[src/rtl/scss_params.svh]
// constants for the system clock source select block
// assumes the sfr bus carries 8-bit addresses and 8-bit data
`ifndef SCSS_PARAMS_SVH
`define SCSS_PARAMS_SVH

// ==========================================================
// sfr addresses
`define SCSS_ADDR_INT_OSC_CTRL  8'h8a
`define SCSS_ADDR_EXT_OSC_CTRL  8'h8c
`define SCSS_ADDR_CLK_SRC_SEL   8'h8f

// ==========================================================
// reset values
`define SCSS_RST_INT_OSC_CTRL   8'hc0
`define SCSS_RST_EXT_OSC_CTRL   8'h00
`define SCSS_RST_CLK_SRC_SEL    8'h00

// ==========================================================
// field positions
`define SCSS_BIT_INT_EN         7
`define SCSS_BIT_INT_RDY        6
`define SCSS_BIT_XTAL_VALID     7
`define SCSS_MODE_HI            6
`define SCSS_MODE_LO            4
`define SCSS_FREQ_HI            2
`define SCSS_FREQ_LO            0
`define SCSS_DIV_HI             1
`define SCSS_DIV_LO             0
`define SCSS_BIT_CLK_SRC        0

`endif

[src/rtl/scss_pkg.sv]
// types shared by the system clock source select block
// assumes nothing beyond a systemverilog compiler
`default_nettype none

package scss_pkg;

  // ========================================================
  // external oscillator mode codes
  typedef enum logic [2:0]
  {
    SCSS_XM_OFF0     = 3'b000,
    SCSS_XM_OFF1     = 3'b001,
    SCSS_XM_CMOS     = 3'b010,
    SCSS_XM_CMOS_D2  = 3'b011,
    SCSS_XM_RC0      = 3'b100,
    SCSS_XM_RC1      = 3'b101,
    SCSS_XM_XTAL     = 3'b110,
    SCSS_XM_XTAL_D2  = 3'b111
  } scss_xmode_t;

endpackage

`default_nettype wire

[src/rtl/scss_top.sv]
// system clock source selection and external oscillator control
// assumes oscillator activity arrives as synchronous ticks or levels
// sampled on clk; the system clock is modelled as a level plus a tick
//
// How it works
// - bit 0 picks internal divided or external
// - external ticks always reach peripherals
// - source may change on the fly
// - internal enable takes effect in one write
// - crystal valid flag set once crystal stable
// - mode field decodes off, cmos, rc, crystal
// - external control bit 3 reads zero
// - three-bit frequency field drives range
// - rc and c modes need no settling
// - divider field 00..11 gives 8,4,2,1
// - internal enable bit, internal clock after reset
`include "scss_params.svh"
`default_nettype none

module scss_top
  import scss_pkg::*;
(
  // clock and reset
  input  wire logic       clk,
  input  wire logic       resetn,
  // sfr bus
  input  wire logic [7:0] sfr_addr,
  input  wire logic       sfr_wr,
  input  wire logic       sfr_rd,
  input  wire logic [7:0] sfr_wdata,
  output logic      [7:0] sfr_rdata,
  // oscillator sources
  input  wire logic       int_osc_tick,
  input  wire logic       osc_pin_one,
  input  wire logic       xtal_amp_ok,
  // analog controls
  output logic            int_osc_enable,
  output logic      [2:0] ext_osc_mode,
  output logic      [2:0] ext_freq_control,
  // clocks out
  output logic            system_clock,
  output logic            system_clock_tick,
  output logic            periph_ext_tick
);

  // ========================================================
  // reset release
  logic rst_meta_reg;     // first stage, read only by the second
  logic rst_sync_reg;     // synchronised active-low reset copy
  logic rst_n;

  // async assert, two-flop release
  always_ff @(posedge clk or negedge resetn)
  begin
    if (!resetn)
    begin
      rst_meta_reg <= 1'b0;
      rst_sync_reg <= 1'b0;
    end
    else
    begin
      rst_meta_reg <= 1'b1;
      rst_sync_reg <= rst_meta_reg;
    end
  end
  assign rst_n = rst_sync_reg;

  // ========================================================
  // registers
  logic        int_en_reg,   int_en_next;    // internal osc enable
  logic [1:0]  div_sel_reg,  div_sel_next;   // internal divider field
  scss_xmode_t xmode_reg,    xmode_next;     // external mode field
  logic [2:0]  xfreq_reg,    xfreq_next;     // external frequency field
  logic        src_sel_reg,  src_sel_next;   // requested clock source
  logic [7:0]  rdata_reg,    rdata_next;     // read data
  logic        xtal_mode;                    // mode 11x
  logic        xvalid_reg,   xvalid_next;    // crystal valid flag

  assign xtal_mode = (xmode_reg[2:1] == 2'b11);

  // register writes and reads
  always_comb
  begin
    int_en_next  = int_en_reg;
    div_sel_next = div_sel_reg;
    xmode_next   = xmode_reg;
    xfreq_next   = xfreq_reg;
    src_sel_next = src_sel_reg;
    rdata_next   = rdata_reg;
    if (sfr_wr)
    begin
      case (sfr_addr)
        `SCSS_ADDR_INT_OSC_CTRL:
        begin
          int_en_next  = sfr_wdata[`SCSS_BIT_INT_EN];
          div_sel_next = sfr_wdata[`SCSS_DIV_HI:`SCSS_DIV_LO];
        end
        `SCSS_ADDR_EXT_OSC_CTRL:
        begin
          // bit 7 is read only, bit 3 is dropped
          xmode_next = scss_xmode_t'(sfr_wdata[`SCSS_MODE_HI:`SCSS_MODE_LO]);
          xfreq_next = sfr_wdata[`SCSS_FREQ_HI:`SCSS_FREQ_LO];
        end
        `SCSS_ADDR_CLK_SRC_SEL:
        begin
          src_sel_next = sfr_wdata[`SCSS_BIT_CLK_SRC];
        end
        default:
        begin
          // other sfrs are not ours
        end
      endcase
    end
    if (sfr_rd)
    begin
      case (sfr_addr)
        `SCSS_ADDR_INT_OSC_CTRL:
          // ready mirrors enable: internal osc needs no start-up
          rdata_next = {int_en_reg, int_en_reg, 4'h0, div_sel_reg};
        `SCSS_ADDR_EXT_OSC_CTRL:
          rdata_next = {xvalid_reg, xmode_reg, 1'b0, xfreq_reg};
        `SCSS_ADDR_CLK_SRC_SEL:
          rdata_next = {7'h00, src_sel_reg};
        default:
          rdata_next = 8'h00;
      endcase
    end
  end

  // hold register state
  always_ff @(posedge clk or negedge rst_n)
  begin
    if (!rst_n)
    begin
      int_en_reg  <= 1'(`SCSS_RST_INT_OSC_CTRL >> `SCSS_BIT_INT_EN);
      div_sel_reg <= 2'(`SCSS_RST_INT_OSC_CTRL & 8'h03);
      xmode_reg   <= SCSS_XM_OFF0;
      xfreq_reg   <= 3'(`SCSS_RST_EXT_OSC_CTRL & 8'h07);
      src_sel_reg <= 1'(`SCSS_RST_CLK_SRC_SEL & 8'h01);
      rdata_reg   <= 8'h00;
    end
    else
    begin
      int_en_reg  <= int_en_next;
      div_sel_reg <= div_sel_next;
      xmode_reg   <= xmode_next;
      xfreq_reg   <= xfreq_next;
      src_sel_reg <= src_sel_next;
      rdata_reg   <= rdata_next;
    end
  end

  // ========================================================
  // internal divider
  logic [2:0] div_cnt_reg, div_cnt_next;   // tick counter
  logic [2:0] div_term;                    // last count of a period
  logic       int_tick;                    // divided internal tick

  // terminal count from the divider field
  always_comb
  begin
    case (div_sel_reg)
      2'b00:   div_term = 3'd7;
      2'b01:   div_term = 3'd3;
      2'b10:   div_term = 3'd1;
      default: div_term = 3'd0;
    endcase
    // enabled oscillator ticks at once, no settle wait
    int_tick     = int_en_reg && int_osc_tick && (div_cnt_reg >= div_term);
    div_cnt_next = div_cnt_reg;
    if (int_en_reg && int_osc_tick)
    begin
      div_cnt_next = (div_cnt_reg >= div_term) ? 3'd0 : div_cnt_reg + 3'd1;
    end
  end

  always_ff @(posedge clk or negedge rst_n)
  begin
    if (!rst_n)
      div_cnt_reg <= 3'd0;
    else
      div_cnt_reg <= div_cnt_next;
  end

  // ========================================================
  // external oscillator
  logic pin_prev_reg;              // last pin sample
  logic half_reg,   half_next;     // divide-by-2 phase
  logic pin_rise;
  logic ext_tick;                  // external osc tick after mode

  always_comb
  begin
    pin_rise  = osc_pin_one && !pin_prev_reg;
    half_next = half_reg;
    ext_tick  = 1'b0;
    case (xmode_reg)
      SCSS_XM_CMOS, SCSS_XM_XTAL:
        ext_tick = pin_rise;
      SCSS_XM_CMOS_D2, SCSS_XM_RC0, SCSS_XM_RC1, SCSS_XM_XTAL_D2:
      begin
        // rc and c run without settling; the halving stage drops every other edge
        ext_tick = pin_rise && half_reg;
        if (pin_rise)
          half_next = !half_reg;
      end
      default:
        half_next = 1'b0;   // circuit off
    endcase
    // only a running crystal with good amplitude is valid
    xvalid_next = xtal_mode && xtal_amp_ok;
  end

  always_ff @(posedge clk or negedge rst_n)
  begin
    if (!rst_n)
    begin
      pin_prev_reg <= 1'b0;
      half_reg     <= 1'b0;
      xvalid_reg   <= 1'b0;
    end
    else
    begin
      pin_prev_reg <= osc_pin_one;
      half_reg     <= half_next;
      xvalid_reg   <= xvalid_next;
    end
  end

  // ========================================================
  // glitch-free source switch
  logic act_sel_reg, act_sel_next;   // source now driving
  logic sys_reg,     sys_next;       // system clock level
  logic stick_reg,   stick_next;     // rising-edge tick
  logic ptick_reg;                   // peripheral ext tick
  logic src_tick;

  // switch only while the clock is low, so no high phase is cut
  always_comb
  begin
    act_sel_next = act_sel_reg;
    sys_next     = sys_reg;
    stick_next   = 1'b0;
    src_tick     = act_sel_reg ? ext_tick : int_tick;
    if (act_sel_reg != src_sel_reg && !sys_reg)
    begin
      act_sel_next = src_sel_reg;
    end
    else if (src_tick)
    begin
      sys_next   = !sys_reg;
      stick_next = !sys_reg;
    end
  end

  always_ff @(posedge clk or negedge rst_n)
  begin
    if (!rst_n)
    begin
      act_sel_reg <= 1'b0;
      sys_reg     <= 1'b0;
      stick_reg   <= 1'b0;
      ptick_reg   <= 1'b0;
    end
    else
    begin
      act_sel_reg <= act_sel_next;
      sys_reg     <= sys_next;
      stick_reg   <= stick_next;
      ptick_reg   <= ext_tick;
    end
  end

  // ========================================================
  // outputs, all from flops
  assign sfr_rdata         = rdata_reg;
  assign int_osc_enable    = int_en_reg;
  assign ext_osc_mode      = xmode_reg;
  assign ext_freq_control  = xfreq_reg;
  assign system_clock      = sys_reg;
  assign system_clock_tick = stick_reg;
  assign periph_ext_tick   = ptick_reg;

endmodule

`default_nettype wire

[config.mk]
export PLATFORM = sky130hd
export DESIGN_NAME = scss_top
export DESIGN_NICKNAME = d
export VERILOG_FILES = /design/src/rtl/scss_pkg.sv /design/src/rtl/scss_top.sv
export VERILOG_INCLUDE_DIRS = /design/src /design/src/rtl
export SDC_FILE = /design/constraint.sdc
export NUM_CORES = 1
export LEC_CHECK = 0
export BUFFER_PORTS_ARGS = -buffer_cell sky130_fd_sc_hd__buf_2
export CAP_MARGIN = 0
export CORE_MARGIN = 8
export CORE_UTILIZATION = 50
export CTS_CLUSTER_SIZE = 30
export DETAILED_ROUTE_END_ITERATION = 7
export PLACE_DENSITY = 0.77
export SLEW_MARGIN = 40
export SYNTH_ARGS = -nofsm -noshare
export SYNTH_HDL_FRONTEND = slang
export SYNTH_SLANG_ARGS = --single-unit
[constraint.sdc]
create_clock -name clk -period 1.2 [get_ports clk]
set_input_delay 0.06 -clock clk [delete_from_list [all_inputs] [get_ports clk]]
set_output_delay 0.06 -clock clk [all_outputs]
set_load 0.02 [all_outputs]
==> results.cfg <==
[status]
status = complete, but fails checks
violations = negative setup slack

[clocking]
cts-root-buf = clkbuf_4
path_clk_slew_ns = 0.09
clock_latency_ns = 0.33
cts_tree = done
clk_path_buf_depth = 2
cts_made_buffers = 5
clkSinkCount = 29
htreeDepth = 2

[pwr]
p_int_w = 0.00151
max-vdd-ir-drop_v = 0.000996
power_leakage_nw = 1.00
p_sw_frac = 0.299
clkPwrFrac = 0.266
powerDensity_nw_per_um2 = 1080
switchingPower_w = 0.000644
comb_power_share = 0.234
power.share.sequential = 0.500

[worst_setup_path]
r2r.worst_path.cells = 6
end_kind = flip-flop
crit_chain = or2_4, ha_4, a21o_1, a31oi_4, a21oi_1, o22ai_1
worstSetupPathType = reg -> reg
cp.arrival_ns = 1.94
rrSetupSlack_ns = -0.50
worst-path-buf-inv = 0
critical-path-top-delay-family = compound AO/OA/AOI/OAI gates
r2r_end = div_cnt_reg[2]$_DFFE_PN0P_
cp-start-kind = flip-flop
critical_path.max_fanout = 5
cp_slowest_cell = dfrtp_1
slowest_delay_ns = 0.40
r2r_start = div_sel_reg[0]$_DFFE_PN0P_
cp.required_ns = 1.44

[logic_synthesis]
netlist.area_leader.share = 0.496
ys.flop_type = dfrtp_1
synthTopCellsByArea = dfrtp_1 (50%), mux2_4 (6.4%), ha_1 (3.5%), o22ai_1 (3.5%), inv_1 (3.5%)
syn_nets = 151
avgSynthCellArea_sq_um = 11.4
async_reset_ff_frac = 1.00
synth_commonest_cells = dfrtp_1 (28), inv_1 (13), nand2_1 (12)
syn_inst = 124
syn-cell-area_sq_um = 1410
synth_warnings = 0
synth_edf_count = 0
ys_types = 38
yosysMostFrequentCell = dfrtp_1
synth_seq_area_share = 0.515
synth_seq_cells = 29
synth_largest_area_cell = dfrtp_1

[routing]
vias = 1170
wl_um = 3520
vias_per_cell = 5.13
routedWlPerCell_um = 15.4
drc = 0
first_pass_iters = 4
drtAntennaViolNets = 0
drtIter0Drc = 29

[sta]
fin_crit_sh = 1.42
fin_skew_ns = 0.00541
fin_setup_tns_ns = -2.10
rsz0062_at_grt = yes
fmax_mhz = 589
fin_ws_ns = -0.499
finalSetupViolations = 5
finalHoldViolCount = 0
slew_violations = 0
min_period_ns = 1.70

[floorplan]
pin_count = 41
core_area_sq_um = 2710
die_area_sq_um = 4780
die_y_um = 69.1
initial_core_util = 0.521
die_x_um = 69.1
rows = 19

[finish]
area_growth_pct = 41.2
largest_reg_flops = 7
nFillCells = 197
antenna_cells = 0
finalNetCount = 223
final_core_util = 0.735
final_area_sq_um = 1990
drive_gt1_frac = 0.442

[global_routing]
grt_pass1_wl_um = 5750
antenna_found_initial = 0
grt_usage = 0.145
grt_pass1_vias = 1288
gr-total-overflow = 0
grt_max_degree = 28

[worst_hold_path]
whs_endpoint = sfr_rdata[1]$_DFFE_PN0P_
whs_path_depth = 2
hp-class = in -> reg
worstHoldStart = sfr_addr[0]

[placement]
io_buffers = 38
dpl_cell_area_sq_um = 1800
place_hpwl_um = 2590
place_congestion = 0.753

[job]
drv_cap = 0
[cells in the final DEF, fill, tap and decap left out, types with 4 or more instances in the layout]
| cell type | n |
|---|---|
| buf_2 | 37 |
| clkbuf_4 | 5 |
| dfrtp_1 | 28 |
| nand2b_1 | 4 |
| nand2_1 | 12 |
| dlygate4sd3_1 | 11 |
| inv_1 | 13 |
| o22ai_1 | 8 |
| mux2_4 | 6 |
| mux2_2 | 4 |
| buf_4 | 17 |
[power by group through the flow]
stage / clock network (W) / registers, W / logic (W)
final: 0.000572 / 0.00108 / 0.000505
after global routing: 0.000628 / 0.00108 / 0.000559
after detailed placement: 0 / 0.00110 / 0.000465
after floorplan: 0 / 0.00113 / 0.000226
after CTS: 0.000573 / 0.00108 / 0.000493
after global placement: 0 / 0.00109 / 0.000439
[layout make-up]
type	count	area, sq um	area share
flip-flops and latches	29	727	0.365
clock buffers	6	41.3	0.0207
clock inverters	2	10.0	0.00502
well taps	31	38.8	0.0195
multi-input cells	79	662	0.332
repair buffers	68	465	0.234
inverters	13	48.8	0.0245
[through the flow]
step,hold slack (ns),cells,total power (W),worst slack [ns]
5_1_grt,0.00675,228,0.00227,-0.551
2_1_floorplan,-0.236,124,0.00136,-0.340
6_report,0.00618,228,0.00215,-0.499
4_1_cts,0.00807,225,0.00214,-0.425
3_5_place_dp,-0.153,207,0.00156,-0.411
3_3_place_gp,-0.155,207,0.00153,-0.337
[worst reg2reg max path, delay by kind of cell, from the launching register on]
family,cells,cell delay (ns)
adders and majority gates,1,0.21
and+or+nand+nor,1,0.26
AOI/OAI and AO/OA,4,0.73
DFF,1,0.40
[per-layer routing]
layer	up-vias	wire length, um	GRT usage	share of wire
li1	584	-	-	-
met1	559	1470	0.141	0.42
met2	23	1840	0.267	0.52
met3	4	183	0.0629	0.052
met4	0	35	0.0410	0.0099
met5	-	0	0	0
[worst max path at each step]
stage                                          start                          end  slack, ns  cells past startpoint
after floorplan           div_sel_reg[0]$_DFFE_PN0P_  system_clock_tick$_DFF_PN0_      -0.34                      6
after global placement    div_sel_reg[0]$_DFFE_PN0P_  system_clock_tick$_DFF_PN0_      -0.34                      6
after detailed placement  div_sel_reg[0]$_DFFE_PN0P_  system_clock_tick$_DFF_PN0_      -0.41                      6
after CTS                 div_sel_reg[0]$_DFFE_PN0P_   div_cnt_reg[0]$_DFFE_PN0P_      -0.42                      6
after global routing      div_sel_reg[0]$_DFFE_PN0P_   div_cnt_reg[2]$_DFFE_PN0P_      -0.55                      6
final                     div_sel_reg[0]$_DFFE_PN0P_   div_cnt_reg[2]$_DFFE_PN0P_      -0.50                      6
[timing repair]
| item | in CTS | in global routing |
|---|---|---|
| buffers inserted | 0 | 2 |
| hold endpoints to repair | 13 | 1 |
| pin swaps | 0 | 2 |
| hold buffers | 10 | 1 |
| setup endpoints to repair | 6 | 6 |
| resized for setup | 2 | 3 |
| cloned | 0 | 0 |
[cells by family (layout without fill, tap and decap cells)]
family | count (synthesis) | count (layout) | share of synthesized area
AOI/OAI and AO/OA | 26 | 26 | 0.129
xor gates and xnor gates | 1 | 1 | 0.00621
adders and majority gates | 4 | 4 | 0.0355
buffers and inverters | 16 | 89 | 0.0452
DFF | 29 | 29 | 0.515
muxes | 11 | 11 | 0.104
other | 2 | 2 | 0.00532
and+or+nand+nor | 35 | 35 | 0.160
Note: power is estimated with default switching activity, not from simulation.
